==> src/verilog/ccc_defines.svh <==
// Constants for the counter clock control block: offsets, fields, reset values.
// Assumes inclusion by bare name from the top-level design file.
`ifndef CCC_DEFINES_SVH
`define CCC_DEFINES_SVH
`define CCC_ADDR_CTRL      8'h00
`define CCC_ADDR_COUNT     8'h04
`define CCC_ADDR_STATUS    8'h08
`define CCC_ADDR_MASK      8'h0C
`define CCC_CTRL_RESET     8'h00
`define CCC_CTRL_WMASK     8'hFD
`define CCC_BIT_ON         0
`define CCC_BIT_SYNC_DIS   2
`define CCC_BIT_OSC_EN     3
`define CCC_PS_LSB         4
`define CCC_CS_LSB         6
`define CCC_INSTR_DIV      2'h3
`define CCC_RESP_OKAY      2'h0
`define CCC_RESP_SLVERR    2'h2
`endif

==> src/verilog/ccc_pkg.sv <==
// Types for the counter clock control block.
// Assumes the defines header is available on the include path.
package ccc_pkg;
    // Count source selection codes.
    typedef enum logic [1:0] {
        CCC_SRC_INSTR = 2'h0,
        CCC_SRC_SYS   = 2'h1,
        CCC_SRC_EXT   = 2'h2,
        CCC_SRC_RSVD  = 2'h3
    } ccc_src_e;
endpackage

==> src/verilog/ccc_sync.sv <==
// Two-stage synchroniser for one external level.
// Assumes a single system clock and synchronous active-low reset.
`timescale 1ns/1ps
`default_nettype none
module ccc_sync (
    input  wire logic aclk,
    input  wire logic aresetn,
    input  wire logic async_in,
    output logic      sync_out
);
    logic meta_reg;
    logic sync_reg;
    // Second stage alone reads the first stage.
    always_ff @(posedge aclk) begin
        if (!aresetn) begin
            meta_reg <= 1'b0;
            sync_reg <= 1'b0;
        end else begin
            meta_reg <= async_in;
            sync_reg <= meta_reg;
        end
    end
    assign sync_out = sync_reg;
endmodule
`default_nettype wire

==> src/verilog/ccc_prescale.sv <==
// Input prescaler: passes one of every 1, 2, 4 or 8 count ticks.
// Assumes ticks are single-cycle pulses on the system clock.
`timescale 1ns/1ps
`default_nettype none
module ccc_prescale (
    input  wire logic       aclk,
    input  wire logic       aresetn,
    input  wire logic       clr,
    input  wire logic [1:0] sel,
    input  wire logic       tick_in,
    output logic            tick_out
);
    logic [2:0] cnt_reg;
    logic [2:0] cnt_next;
    logic [2:0] lim;
    // Terminal count per code; a count left above a lowered limit passes at once.
    always_comb begin
        lim = 3'((4'h1 << sel) - 4'h1);
        cnt_next = cnt_reg;
        if (clr) begin
            cnt_next = 3'h0;
        end else if (tick_in) begin
            cnt_next = (cnt_reg >= lim) ? 3'h0 : cnt_reg + 3'h1;
        end
    end
    always_ff @(posedge aclk) begin
        if (!aresetn) begin
            cnt_reg <= 3'h0;
        end else begin
            cnt_reg <= cnt_next;
        end
    end
    assign tick_out = tick_in && !clr && (cnt_reg >= lim);
endmodule
`default_nettype wire

==> src/verilog/ccc_top.sv <==
// Counter clock control: control register, source mux, prescaler, 16-bit count.
// Assumes an AXI4-Lite master on aclk; external pins are asynchronous.
`timescale 1ns/1ps
`default_nettype none
`include "ccc_defines.svh"
module ccc_top (
    input  wire logic        aclk,
    input  wire logic        aresetn,
    input  wire logic        por_bor_n,
    input  wire logic        sleep_mode,
    input  wire logic        ext_count_pin,
    input  wire logic        crystal_in_pin,
    output logic             crystal_out_pin,
    output logic             low_power_osc_run,
    output logic             gate_ff_clear,
    output logic             counter_on,
    input  wire logic [7:0]  s_axi_awaddr,
    input  wire logic        s_axi_awvalid,
    output logic             s_axi_awready,
    input  wire logic [31:0] s_axi_wdata,
    input  wire logic [3:0]  s_axi_wstrb,
    input  wire logic        s_axi_wvalid,
    output logic             s_axi_wready,
    output logic [1:0]       s_axi_bresp,
    output logic             s_axi_bvalid,
    input  wire logic        s_axi_bready,
    input  wire logic [7:0]  s_axi_araddr,
    input  wire logic        s_axi_arvalid,
    output logic             s_axi_arready,
    output logic [31:0]      s_axi_rdata,
    output logic [1:0]       s_axi_rresp,
    output logic             s_axi_rvalid,
    input  wire logic        s_axi_rready,
    output logic             irq
);
    // ------------------------------------------------------------
    // Registers
    // ------------------------------------------------------------
    logic [7:0]  ctrl_reg;
    logic [7:0]  ctrl_next;
    logic [15:0] count_reg;
    logic [15:0] count_next;
    logic        stat_reg;
    logic        stat_next;
    logic        mask_reg;
    logic        mask_next;
    logic        aw_reg;
    logic        aw_next;
    logic [7:0]  awa_reg;
    logic [7:0]  awa_next;
    logic        w_reg;
    logic        w_next;
    logic [31:0] wd_reg;
    logic [31:0] wd_next;
    logic [3:0]  ws_reg;
    logic [3:0]  ws_next;
    logic        bv_reg;
    logic        bv_next;
    logic [1:0]  br_reg;
    logic [1:0]  br_next;
    logic        rv_reg;
    logic        rv_next;
    logic [31:0] rd_reg;
    logic [31:0] rd_next;
    logic [1:0]  rr_reg;
    logic [1:0]  rr_next;
    logic [1:0]  idiv_reg;
    logic [1:0]  idiv_next;
    logic        ext_prev_reg;
    logic        ext_prev_next;
    logic        async_prev_reg;
    logic        async_prev_next;

    // ------------------------------------------------------------
    // Source selection
    // ------------------------------------------------------------
    ccc_pkg::ccc_src_e src;
    logic ext_raw;
    logic ext_sync;
    logic sync_dis;
    logic ext_sel;
    logic tick_src;
    logic tick_pre;
    logic wrap;
    logic do_write;

    // External input: crystal when the oscillator is on, otherwise the pin.
    assign src      = ccc_pkg::ccc_src_e'(ctrl_reg[`CCC_CS_LSB+:2]);
    assign ext_raw  = ctrl_reg[`CCC_BIT_OSC_EN] ? crystal_in_pin : ext_count_pin;
    assign sync_dis = ctrl_reg[`CCC_BIT_SYNC_DIS];
    assign ext_sel  = src == ccc_pkg::CCC_SRC_EXT;

    ccc_sync u_sync (
        .aclk     (aclk),
        .aresetn  (aresetn),
        .async_in (ext_raw),
        .sync_out (ext_sync)
    );

    // Tick per source; the unsynchronised path samples the pin directly.
    always_comb begin
        tick_src = 1'b0;
        case (src)
            ccc_pkg::CCC_SRC_INSTR: tick_src = idiv_reg == `CCC_INSTR_DIV;
            ccc_pkg::CCC_SRC_SYS:   tick_src = 1'b1;
            ccc_pkg::CCC_SRC_EXT: begin
                if (sync_dis) begin
                    tick_src = ext_raw && !async_prev_reg;
                end else begin
                    tick_src = ext_sync && !ext_prev_reg;
                end
            end
            default: tick_src = 1'b0;
        endcase
        // Only asynchronous external counting runs in sleep.
        if (sleep_mode && !(ext_sel && sync_dis)) begin
            tick_src = 1'b0;
        end
    end

    ccc_prescale u_pre (
        .aclk     (aclk),
        .aresetn  (aresetn),
        .clr      (!ctrl_reg[`CCC_BIT_ON]),
        .sel      (ctrl_reg[`CCC_PS_LSB+:2]),
        .tick_in  (tick_src),
        .tick_out (tick_pre)
    );

    assign wrap     = ctrl_reg[`CCC_BIT_ON] && tick_pre && count_reg == 16'hFFFF;
    assign do_write = aw_reg && w_reg && !bv_reg;

    // ------------------------------------------------------------
    // Next-state logic for counter, control, and bus
    // ------------------------------------------------------------
    always_comb begin
        idiv_next       = idiv_reg + 2'h1;
        ext_prev_next   = ext_sync;
        async_prev_next = ext_raw;
        count_next      = count_reg;
        ctrl_next       = ctrl_reg;
        stat_next       = stat_reg;
        mask_next       = mask_reg;
        aw_next  = aw_reg;
        awa_next = awa_reg;
        w_next   = w_reg;
        wd_next  = wd_reg;
        ws_next  = ws_reg;
        bv_next  = bv_reg;
        br_next  = br_reg;
        rv_next  = rv_reg;
        rd_next  = rd_reg;
        rr_next  = rr_reg;
        if (ctrl_reg[`CCC_BIT_ON] && tick_pre) begin
            count_next = count_reg + 16'h0001;
        end
        if (s_axi_awvalid && s_axi_awready) begin
            aw_next  = 1'b1;
            awa_next = s_axi_awaddr;
        end
        if (s_axi_wvalid && s_axi_wready) begin
            w_next  = 1'b1;
            wd_next = s_axi_wdata;
            ws_next = s_axi_wstrb;
        end
        if (do_write) begin
            aw_next = 1'b0;
            w_next  = 1'b0;
            bv_next = 1'b1;
            br_next = `CCC_RESP_OKAY;
            if (awa_reg == `CCC_ADDR_CTRL) begin
                if (ws_reg[0]) begin
                    ctrl_next = wd_reg[7:0] & `CCC_CTRL_WMASK;
                end
            end else if (awa_reg == `CCC_ADDR_COUNT) begin
                if (ws_reg[0]) begin
                    count_next[7:0] = wd_reg[7:0];
                end
                if (ws_reg[1]) begin
                    count_next[15:8] = wd_reg[15:8];
                end
            end else if (awa_reg == `CCC_ADDR_STATUS) begin
                if (ws_reg[0] && wd_reg[0]) begin
                    stat_next = 1'b0;
                end
            end else if (awa_reg == `CCC_ADDR_MASK) begin
                if (ws_reg[0]) begin
                    mask_next = wd_reg[0];
                end
            end else begin
                br_next = `CCC_RESP_SLVERR;
            end
        end
        // Rollover set wins over a same-cycle clear.
        if (wrap) begin
            stat_next = 1'b1;
        end
        if (bv_reg && s_axi_bready) begin
            bv_next = 1'b0;
        end
        if (s_axi_arvalid && s_axi_arready) begin
            rv_next = 1'b1;
            rr_next = `CCC_RESP_OKAY;
            rd_next = 32'h0000_0000;
            if (s_axi_araddr == `CCC_ADDR_CTRL) begin
                rd_next[7:0] = ctrl_reg;
            end else if (s_axi_araddr == `CCC_ADDR_COUNT) begin
                rd_next[15:0] = count_reg;
            end else if (s_axi_araddr == `CCC_ADDR_STATUS) begin
                rd_next[0] = stat_reg;
            end else if (s_axi_araddr == `CCC_ADDR_MASK) begin
                rd_next[0] = mask_reg;
            end else begin
                rr_next = `CCC_RESP_SLVERR;
            end
        end else if (rv_reg && s_axi_rready) begin
            rv_next = 1'b0;
        end
    end

    // Control register clears only on power-on or brown-out reset.
    always_ff @(posedge aclk) begin
        if (!por_bor_n) begin
            ctrl_reg <= `CCC_CTRL_RESET;
        end else begin
            ctrl_reg <= ctrl_next;
        end
    end

    // Remaining state follows the system reset.
    always_ff @(posedge aclk) begin
        if (!aresetn) begin
            count_reg      <= 16'h0000;
            stat_reg       <= 1'b0;
            mask_reg       <= 1'b0;
            aw_reg         <= 1'b0;
            awa_reg        <= 8'h00;
            w_reg          <= 1'b0;
            wd_reg         <= 32'h0000_0000;
            ws_reg         <= 4'h0;
            bv_reg         <= 1'b0;
            br_reg         <= 2'h0;
            rv_reg         <= 1'b0;
            rd_reg         <= 32'h0000_0000;
            rr_reg         <= 2'h0;
            idiv_reg       <= 2'h0;
            ext_prev_reg   <= 1'b0;
            async_prev_reg <= 1'b0;
        end else begin
            count_reg      <= count_next;
            stat_reg       <= stat_next;
            mask_reg       <= mask_next;
            aw_reg         <= aw_next;
            awa_reg        <= awa_next;
            w_reg          <= w_next;
            wd_reg         <= wd_next;
            ws_reg         <= ws_next;
            bv_reg         <= bv_next;
            br_reg         <= br_next;
            rv_reg         <= rv_next;
            rd_reg         <= rd_next;
            rr_reg         <= rr_next;
            idiv_reg       <= idiv_next;
            ext_prev_reg   <= ext_prev_next;
            async_prev_reg <= async_prev_next;
        end
    end

    // ------------------------------------------------------------
    // Outputs
    // ------------------------------------------------------------
    assign s_axi_awready     = !aw_reg && !bv_reg;
    assign s_axi_wready      = !w_reg && !bv_reg;
    assign s_axi_bvalid      = bv_reg;
    assign s_axi_bresp       = br_reg;
    assign s_axi_arready     = !rv_reg;
    assign s_axi_rvalid      = rv_reg;
    assign s_axi_rdata       = rd_reg;
    assign s_axi_rresp       = rr_reg;
    assign irq               = stat_reg && mask_reg;
    assign counter_on        = ctrl_reg[`CCC_BIT_ON];
    assign gate_ff_clear     = !ctrl_reg[`CCC_BIT_ON];
    // Oscillator keeps running in sleep regardless of the sync setting.
    assign low_power_osc_run = ctrl_reg[`CCC_BIT_OSC_EN];
    assign crystal_out_pin   = ctrl_reg[`CCC_BIT_OSC_EN] && !crystal_in_pin;

    // ------------------------------------------------------------
    // Assertions
    // ------------------------------------------------------------
    property p_wrap_flag;
        @(posedge aclk) disable iff (!aresetn) wrap |=> stat_reg;
    endproperty
    a_wrap_flag: assert property (p_wrap_flag) else $error("rollover flag missed");

    property p_wrap_zero;
        @(posedge aclk) disable iff (!aresetn) (wrap && !do_write) |=> count_reg == 16'h0000;
    endproperty
    a_wrap_zero: assert property (p_wrap_zero) else $error("count did not wrap");

    property p_bit1_zero;
        @(posedge aclk) disable iff (!aresetn) ctrl_reg[1] == 1'b0;
    endproperty
    a_bit1_zero: assert property (p_bit1_zero) else $error("bit one set");

    property p_off_hold;
        @(posedge aclk) disable iff (!aresetn)
            (!ctrl_reg[`CCC_BIT_ON] && !do_write) |=> $stable(count_reg);
    endproperty
    a_off_hold: assert property (p_off_hold) else $error("count moved while off");

    property p_sleep_stop;
        @(posedge aclk) disable iff (!aresetn)
            (sleep_mode && !(ext_sel && sync_dis) && !do_write) |=> $stable(count_reg);
    endproperty
    a_sleep_stop: assert property (p_sleep_stop) else $error("counted in sleep");

    property p_div1;
        @(posedge aclk) disable iff (!aresetn)
            (ctrl_reg[`CCC_BIT_ON] && ctrl_reg[5:4] == 2'h0) |-> tick_pre == tick_src;
    endproperty
    a_div1: assert property (p_div1) else $error("prescale 1 wrong");

    property p_sys_run;
        @(posedge aclk) disable iff (!aresetn)
            (src == ccc_pkg::CCC_SRC_SYS && !sleep_mode) |-> tick_src;
    endproperty
    a_sys_run: assert property (p_sys_run) else $error("system clock tick missing");

    property p_rsvd;
        @(posedge aclk) disable iff (!aresetn) src == ccc_pkg::CCC_SRC_RSVD |-> !tick_src;
    endproperty
    a_rsvd: assert property (p_rsvd) else $error("reserved source counted");

    property p_por;
        @(posedge aclk) !por_bor_n |=> ctrl_reg == 8'h00;
    endproperty
    a_por: assert property (p_por) else $error("control not cleared");
endmodule
`default_nettype wire

==> config.mk <==
export PLATFORM = sky130hd
export DESIGN_NAME = ccc_top
export DESIGN_NICKNAME = d
export VERILOG_FILES = /design/src/verilog/ccc_pkg.sv /design/src/verilog/ccc_sync.sv /design/src/verilog/ccc_prescale.sv /design/src/verilog/ccc_top.sv
export VERILOG_INCLUDE_DIRS = /design/src /design/src/verilog
export SDC_FILE = /design/constraint.sdc
export NUM_CORES = 1
export LEC_CHECK = 0
export BUFFER_PORTS_ARGS = -buffer_cell sky130_fd_sc_hd__buf_2
export CORE_UTILIZATION = 51
export DETAILED_ROUTE_END_ITERATION = 8
export GPL_ROUTABILITY_DRIVEN = 0
export HOLD_SLACK_MARGIN = 0.15
export PLACE_DENSITY = 0.79
export SLEW_MARGIN = 20
export SYNTH_ARGS = -nofsm -noshare
export SYNTH_HDL_FRONTEND = slang
export SYNTH_SLANG_ARGS = --single-unit
==> constraint.sdc <==
create_clock -name aclk -period 2.9 [get_ports aclk]
set_input_delay 0.725 -clock aclk [delete_from_list [all_inputs] [get_ports aclk]]
set_output_delay 0.725 -clock aclk [all_outputs]
set_load 0.02 [all_outputs]
### Yosys cells after proc, flatten, opt, wreduce, memory -nomap -nowiden

Cells that the tools add are included.
Widths: inputs -> output; s select.

* register bits after elaboration: 83
* input port bits: 63
* output and inout port bits: 46
* word-level logic and storage cells: 116

* add/subtract/negate cells: 4
* $lt $le $gt $ge: 1
* equality and inequality tests: 12
* shifts and indexed selects: 1
* multiplexer cells: 33
* bitwise operators: 4
* reductions and logical operators: 42

Operator list (number)
* $mux 16: 4
* $eq 8x4->1 const B: 4
* $mux 8: 4
* $logic_and 1x1->1: 20
* $add 16x1->16 const B: 1
* $eq 16x16->1 const B: 1
* $eq 8x3->1 const B: 2
* $logic_not 8->1: 2
* $mux 2: 8
* $mux 15: 1
* $mux 1: 14
* $logic_not 1->1: 9
* $reduce_bool 2->1: 4
* $reduce_and 6->1: 1
* $reduce_and 5->1: 1
* $eq 2x2->1 const B: 2
* $ne 2x2->1 const B: 2
* $not 1->1: 4
* $reduce_or 2->1: 2
* $add 3x1->3 const B: 1
* $ge 3x3->1: 1
* $mux 3: 1
* $pmux 1 s3: 1
* $reduce_and 3->1: 1
* 6 further kinds: 6

### Depth between registers and ports, before layout

Gate-level depths: netlist of run 1.

* depth in word-level cells: 13
* gate-level depth with buffers: 8
* depth with buffers taken out: 8

### Hierarchy

From an unflattened synthesis of run 1, not the netlist that was laid out.

* cell total of the unflattened synthesis: 437
* area total of the unflattened synthesis: 3703.6 um^2

Modules (own cells, without submodules)
* ccc_top: times used 1, cells an instance 404, area an instance 3393.3 um^2, sequential area each 1541.5 um^2
* ccc_prescale: times used 1, cells an instance 29, area an instance 257.7 um^2, sequential area each 60.1 um^2
* ccc_sync: times used 1, cells an instance 4, area an instance 52.6 um^2, sequential area each 40.0 um^2

### Least setup slack after synthesis of run 1

No wires, ideal clock.

* kind: reg2reg
* from: register ctrl_reg[4]
* to: register count_reg[8]
* setup time: 0.122 ns
* data arrival time: 1.989 ns
* required time: 2.778 ns
* slack: 0.788 ns
* stages on the path, launching flop included: 9
* buffers on the path: 0
* clock period less this slack: 2.112 ns
* cell sequence: dfxtp_1 -> or2_2 -> ha_1 -> and2b_2 -> o21ai_4 -> o211ai_4 -> nor4_1 -> xnor2_1 -> a21oi_1

* cells in the longest elaborated chain, start to end: 10

RTL lines
* from (decl): RTL line ccc_top.sv:39 `logic [7:0] ctrl_reg;`
* from (signal assigned): RTL line ccc_top.sv:224 `` ctrl_reg <= `CCC_CTRL_RESET; ``
* from (signal assigned): RTL line ccc_top.sv:226 `ctrl_reg <= ctrl_next;`
* $shl 1x2->3 (*): RTL line ccc_prescale.sv:18 `lim = 3'((4'h1 << sel) - 4'h1);`
* $sub 3x1->3 (*): RTL line ccc_prescale.sv:18
* $ge 3x3->1 (*): RTL line ccc_prescale.sv:33 `assign tick_out = tick_in && !clr && (cnt_reg >= lim);`
* $logic_and 1x1->1 (*): RTL line ccc_prescale.sv:33
* $logic_and 1x1->1 (*): RTL line ccc_top.sv:154 `` if (ctrl_reg[`CCC_BIT_ON] && tick_pre) begin ``
* $mux 16 (*): RTL line ccc_top.sv:154
* $mux 8: RTL line ccc_top.sv:179 `if (ws_reg[1]) begin`
* $mux 16: RTL line ccc_top.sv:175 `` end else if (awa_reg == `CCC_ADDR_COUNT) begin ``
* $mux 16: RTL line ccc_top.sv:171 `` if (awa_reg == `CCC_ADDR_CTRL) begin ``
* $mux 16 (*): RTL line ccc_top.sv:166 `if (do_write) begin`
* to (signal assigned): RTL line ccc_top.sv:250 `count_reg <= count_next;`
* to (decl): RTL line ccc_top.sv:41 `logic [15:0] count_reg;`

Every way passes the cells marked *; elsewhere a longest branch is shown, timed or not.
A chain may end at the register's enable or synchronous reset.

### Worst setup path after layout of run 1

* from: register ctrl_reg[4]
* to: register count_reg[9]

Same word-level chain as after synthesis.

==> results of run 1 <==
-- how the worst min path moves through the flow --
stage,startpoint,to,depth (start not counted)
finish,idiv_reg[0],idiv_reg[0],1
global route,idiv_reg[0],idiv_reg[0],1
CTS,idiv_reg[0],idiv_reg[0],1
detailed placement,idiv_reg[0],idiv_reg[0],1
global placement,idiv_reg[0],idiv_reg[0],1
floorplan,idiv_reg[0],idiv_reg[0],1
-- placed cells by master, fill, tap and decap left out, drive strengths merged, types with 8 or more instances in the layout --
| cell | n |
|---|---|
| nor2 | 16 |
| a22oi | 16 |
| conb | 18 |
| clkbuf | 13 |
| dfxtp | 81 |
| o21ai | 30 |
| xnor2 | 8 |
| nor2b | 14 |
| buf | 77 |
| a21boi | 34 |
| nand2 | 100 |
| nand3 | 10 |
-- kinds of logic after synthesis --
kind of cell             synth area share, %
AND/OR/NAND/NOR                        24.53
AO/OA/AOI/OAI                          17.42
flip-flops                             44.28
buffers and inverters                  6.594
XOR/XNOR                               3.587
adder cells (fa/ha/maj)                2.050
multiplexers                           1.435
other                                 0.1024
-- through the flow --
stage	util (%)	hold WS, ns	setup WS (ns)
floorplan	-	0.3984	0.7885
global placement	58.65	0.4077	0.5815
detailed placement	58.65	0.4115	0.4848
CTS	61.40	0.4228	0.4819
global route	61.40	0.4568	0.2557
finish	61.40	0.4219	0.5077
-- power breakdown --
part	internal [µW]	switching (µW)	total, µW
Sequential	1150	24.6	1170
Combinational	65.9	111	177
Clock	420	382	802
Total	1630	518	2150
-- layer usage --
layer	GRT usage, %	vias up	wire length [µm]
li1	-	1552	-
met1	29.15	1381	3650
met2	33.84	106	3199
met3	5.238	12	481
met4	8.182	0	119
met5	0	-	0
-- area by class of cell --
cell class / instances / area [µm²]
Clock inverter: 3 / 40.04
Sequential cell: 81 / 1622
Fill cell: 634 / 2651
Timing Repair Buffer: 77 / 397.9
Clock buffer: 13 / 148.9
Tap cell: 96 / 120.1
Multi-Input combinational cell: 318 / 1863
Inverter: 7 / 26.28
==> impl_metrics.yaml, run 1 <==
global_routing:
  grt_pass1_vias: 2833
  grt_pass1_wl_mm: 12.74
  grt_usage_pct: 21.69
  antenna_found_initial: 0
  grt_max_degree: 36
  overflow: 0
cts:
  tritoncts: "yes"
  clock_latency_ns: 0.35
  post-cts-setup-buffers: 0
  cts_root_buf: "clkbuf_8"
  cts_resized: 0
  htree_levels: 3
  clk_pin_slew_ns: 0.07
  numCtsBuffers: 9
  clockBufferDepth: 2
  cts.sinks: 81
  hold_buffers: 0
final_layout:
  fin_nets: 563
  drive_gt1_share_pct: 20.44
  syn2layout_area_growth_pct: 15.17
  diodes: 0
  fin_area_um2: 4218
  fin_cells: 595
critical_path:
  crit_type: "flop to flop"
  crit_arrival_ns: 2.67
  r2r_slack_ns: 0.51
  cp.required_ns: 3.18
  startpoint: "ctrl_reg[4]"
  cp-endpoint: "count_reg[9]"
  crit_path_max_fanout: 7
  cp-end-kind: "flop"
  r2r-start: "ctrl_reg[4]"
  cp_num_cells: 8
  slowest_stage: "nor3b_2"
  regToRegEndpoint: "count_reg[9]"
  critPathBufInv: 0
  max_stage_delay_ns: 0.42
  startpoint_type: "flop"
  path_cells: "or2_2 -> ha_1 -> and2b_2 -> o21ai_4 -> nor3b_2 -> nand4_1 -> xor2_1 -> o21ai_0"
  rr_worst_depth: 8
  crit_family: "simple AND/OR/NAND/NOR gates"
drt:
  wirelength_mm: 7.451
  antenna_left: 0
  drc: 0
  vias: 3051
  drt-wirelength-per-cell_um: 12.52
  first_iter_violations: 175
  routed_via_density: 5.128
  dr.pass1.iters: 4
yosys:
  ys_types: 46
  synth_cells: 423
  yosysWarnings: 0
  synthTopCellsByArea: "dfxtp_1 (44%), nand2_1 (10%), a21boi_0 (6.6%)"
  ys.flop_type: "dfxtp_1"
  ys_top_cells_by_count: "nand2_1 (100), dfxtp_1 (81), a21boi_0 (32)"
  syn_area_um2: 3662
  async_flop_share_pct: 0
  yosys.area.top_type_share_pct: 44.28
  avgSynthCellArea_um2: 8.658
  synth-seq-cells: 81
  synth.most_common_cell: "nand2_1"
  yosysTopAreaCell: "dfxtp_1"
  synth_seq_area_share_pct: 44.28
  synth-edff-count: 0
placed_design:
  dp_hpwl_mm: 5.542
  numPortBuffers: 72
  placed_area_um2: 4029
  place_inst: 579
timing:
  worst_pin_slew_ns: 0.6174
  final_hold_viol_count: 0
  tns_ns: 0
  fin_crit_sh_pct: 82.49
  timing.slew.headroom_pct: 58.74
  finalSetupViolCount: 0
  slew_violations: 0
  skew_ns: 0.007300
  rsz0062_at_grt: "false"
  period_needed_ns: 2.392
  fmax_mhz: 418.0
floorplanning:
  rows: 30
  start_util_pct: 53.32
  die_y_um: 86.74
  fp.dieW_um: 86.74
  pin_count: 109
  dieArea_um2: 7524
  core_um2: 6869
hold_path:
  hold_path.class: "flop to flop"
power:
  p_leak_uw: 0.001694
  power.density_nw_per_um2: 509.8
  ir_drop_v: 0.0003409
  total_power_uw: 2150
flow_run:
  cap_violations: 0
outcome:
  outcome: "finished clean"
Note: power is estimated with default switching activity, not from simulation.
==> run 2, diff against run 1 <==
- clock period: 2.9 -> 2.41 ns (I/O delays scaled with it)
==> run 2 against run 1 <==
Effect of this change:
- critical path depth is the same
- sequential cell count is the same
- die area stayed put
- register-to-register slack lost 0.39 ns
- wire length is 1.3% higher
- design area rose by 1.5%
- first-iteration DRC count is 34% higher
- clock-buffer cell count shrank 1
==> impl_metrics.yaml, run 2 (synthesis results as in run 1) <==
critical_path:
  startpoint_type: "flop"
  path_cells: "or2_2 -> ha_1 -> and2b_2 -> o21ai_4 -> o211ai_4 -> nor4_1 -> xnor2_1 -> o21ai_1"
  crit_arrival_ns: 2.53
  crit_path_max_fanout: 9
  slowest_stage: "nor4_1"
  max_stage_delay_ns: 0.42
  crit_type: "flop to flop"
  cp.required_ns: 2.65
  cp-end-kind: "flop"
timing:
  timing.slew.headroom_pct: 61.08
  setup_slack_ns: 0.1197
  hold_slack_ns: 0.4383
  fmax_mhz: 436.6
  final_hold_viol_count: 0
  fin_crit_sh_pct: 95.03
  skew_ns: 0.01013
  worst_pin_slew_ns: 0.5824
  finalSetupViolCount: 0
  slew_violations: 0
  period_needed_ns: 2.290
final_layout:
  final_common_cell: "nand2_1"
  fillers: 623
  fin_area_um2: 4280
  multi_input_area_um2: 1882
  layout_common_cells: "nand2_1 (100), dfxtp_1 (81), buf_2 (72)"
  seqCellArea_um2: 1622
  fin_nets: 566
  syn2layout_area_growth_pct: 16.88
  diodes: 0
  drive_gt1_share_pct: 21.36
power:
  clkPwrFrac_pct: 39.7
  power.density_nw_per_um2: 628.8
  p_seq_share_pct: 52.3
  p_leak_uw: 0.001718
  internal_power_uw: 2066
  swShare_pct: 23.25
  combPwrFrac_pct: 8.0
  switchingPower_uw: 625.6
  ir_drop_v: 0.0004331
cts:
  tritoncts: "yes"
  clockBufferDepth: 2
  cts.sinks: 81
  cts_root_buf: "clkbuf_8"
  htree_levels: 3
  numCtsBuffers: 9
  clk_pin_slew_ns: 0.08
  clock_latency_ns: 0.35
floorplanning:
  dieArea_um2: 7524
  rows: 30
  pin_count: 109
  core_um2: 6869
  fp.dieW_um: 86.74
  start_util_pct: 53.32
  die_y_um: 86.74
global_routing:
  antenna_found_initial: 0
  grt_usage_pct: 21.40
  grt_max_degree: 37
  grt_pass1_wl_mm: 12.54
  grt_pass1_vias: 2778
  overflow: 0
drt:
  drc: 0
  vias: 3049
  drt-wirelength-per-cell_um: 12.64
  dr.pass1.iters: 4
  wirelength_mm: 7.546
  antenna_left: 0
  first_iter_violations: 234
  routed_via_density: 5.107
placed_design:
  dp_hpwl_mm: 5.558
  numPortBuffers: 72
  dp_worst_setup_slack_ns: 0.03008
  placed_area_um2: 4044
outcome:
  outcome: "finished clean"
flow_run:
  cap_violations: 0
hold_path:
  hold_path.class: "flop to flop"
run 2: changes by cell type in the layout (fill, tap and decap cells not counted):
cell / previous run / this run
nor3b_4: 0 / 1
clkinv_2: 2 / 1
nor4_1: 7 / 5
clkbuf_1: 3 / 2
bufinv_16: 1 / 2
buf_4: 5 / 8
nor3b_2: 1 / 0
nor4_2: 0 / 2
run 2: area by class of cell:
cell class	count	share of cell area, %
clock buffer	12	3.391
clock inverter	3	1.520
inverter	7	0.6139
multi-input combinational	318	43.96
sequential	81	37.88
tap	96	2.806
timing repair buffer	80	9.822
run 2: per-stage QoR:
| stage | setup TNS (ns) | total power (µW) | std cells | utilization [%] |
|---|---|---|---|---|
| 2_1_floorplan | 0 | 1600 | 440 | - |
| 3_3_place_gp | 0 | 1648 | 581 | 58.87 |
| 3_5_place_dp | 0 | 1655 | 581 | 58.87 |
| 4_1_cts | 0 | 2710 | 596 | 61.93 |
| 5_1_grt | -0.04525 | 2801 | 597 | 62.31 |
| 6_report | 0 | 2691 | 597 | 62.31 |
run 2: worst max-delay path: cells and delay by family, from the launching register on:
family	cells	cell delay (ns)
AND/OR/NAND/NOR	3	0.94
AO/OA/AOI/OAI	3	0.45
flip-flops	1	0.35
adder cells (fa/ha/maj)	1	0.27
XOR/XNOR	1	0.17
run 2: worst paths after layout:
path,from,endpoint,slack (ns),cells after the start
max,ctrl_reg[4],count_reg[12],0.12,8
min,idiv_reg[0],idiv_reg[0],0.44,1
max reg2reg,ctrl_reg[4],count_reg[12],0.12,8
min reg2reg,idiv_reg[0],idiv_reg[0],0.44,1
run 2: metal layers:
metal,routed length (µm),global-route usage (%),up-vias
li1,-,-,1561
met2,3326,33.55,118
met4,132,9.242,0
met5,0,0,-
met3,539,5.238,12
met1,3548,28.16,1358
run 2: power groups by stage:
stage          clock network, µW  logic [µW]  registers, µW
2_1_floorplan                  0         163           1440
3_3_place_gp                   0         210           1440
3_5_place_dp                   0         216           1440
4_1_cts                     1090         217           1410
5_1_grt                     1140         243           1410
6_report                    1070         215           1410
run 2: what timing repair did:
| item | in CTS | in global routing |
|---|---|---|
| hold buffers | 0 | 0 |
| gates resized for setup | 0 | 3 |
| buffers inserted | 0 | 1 |
| setup endpoints to repair | 0 | 11 |
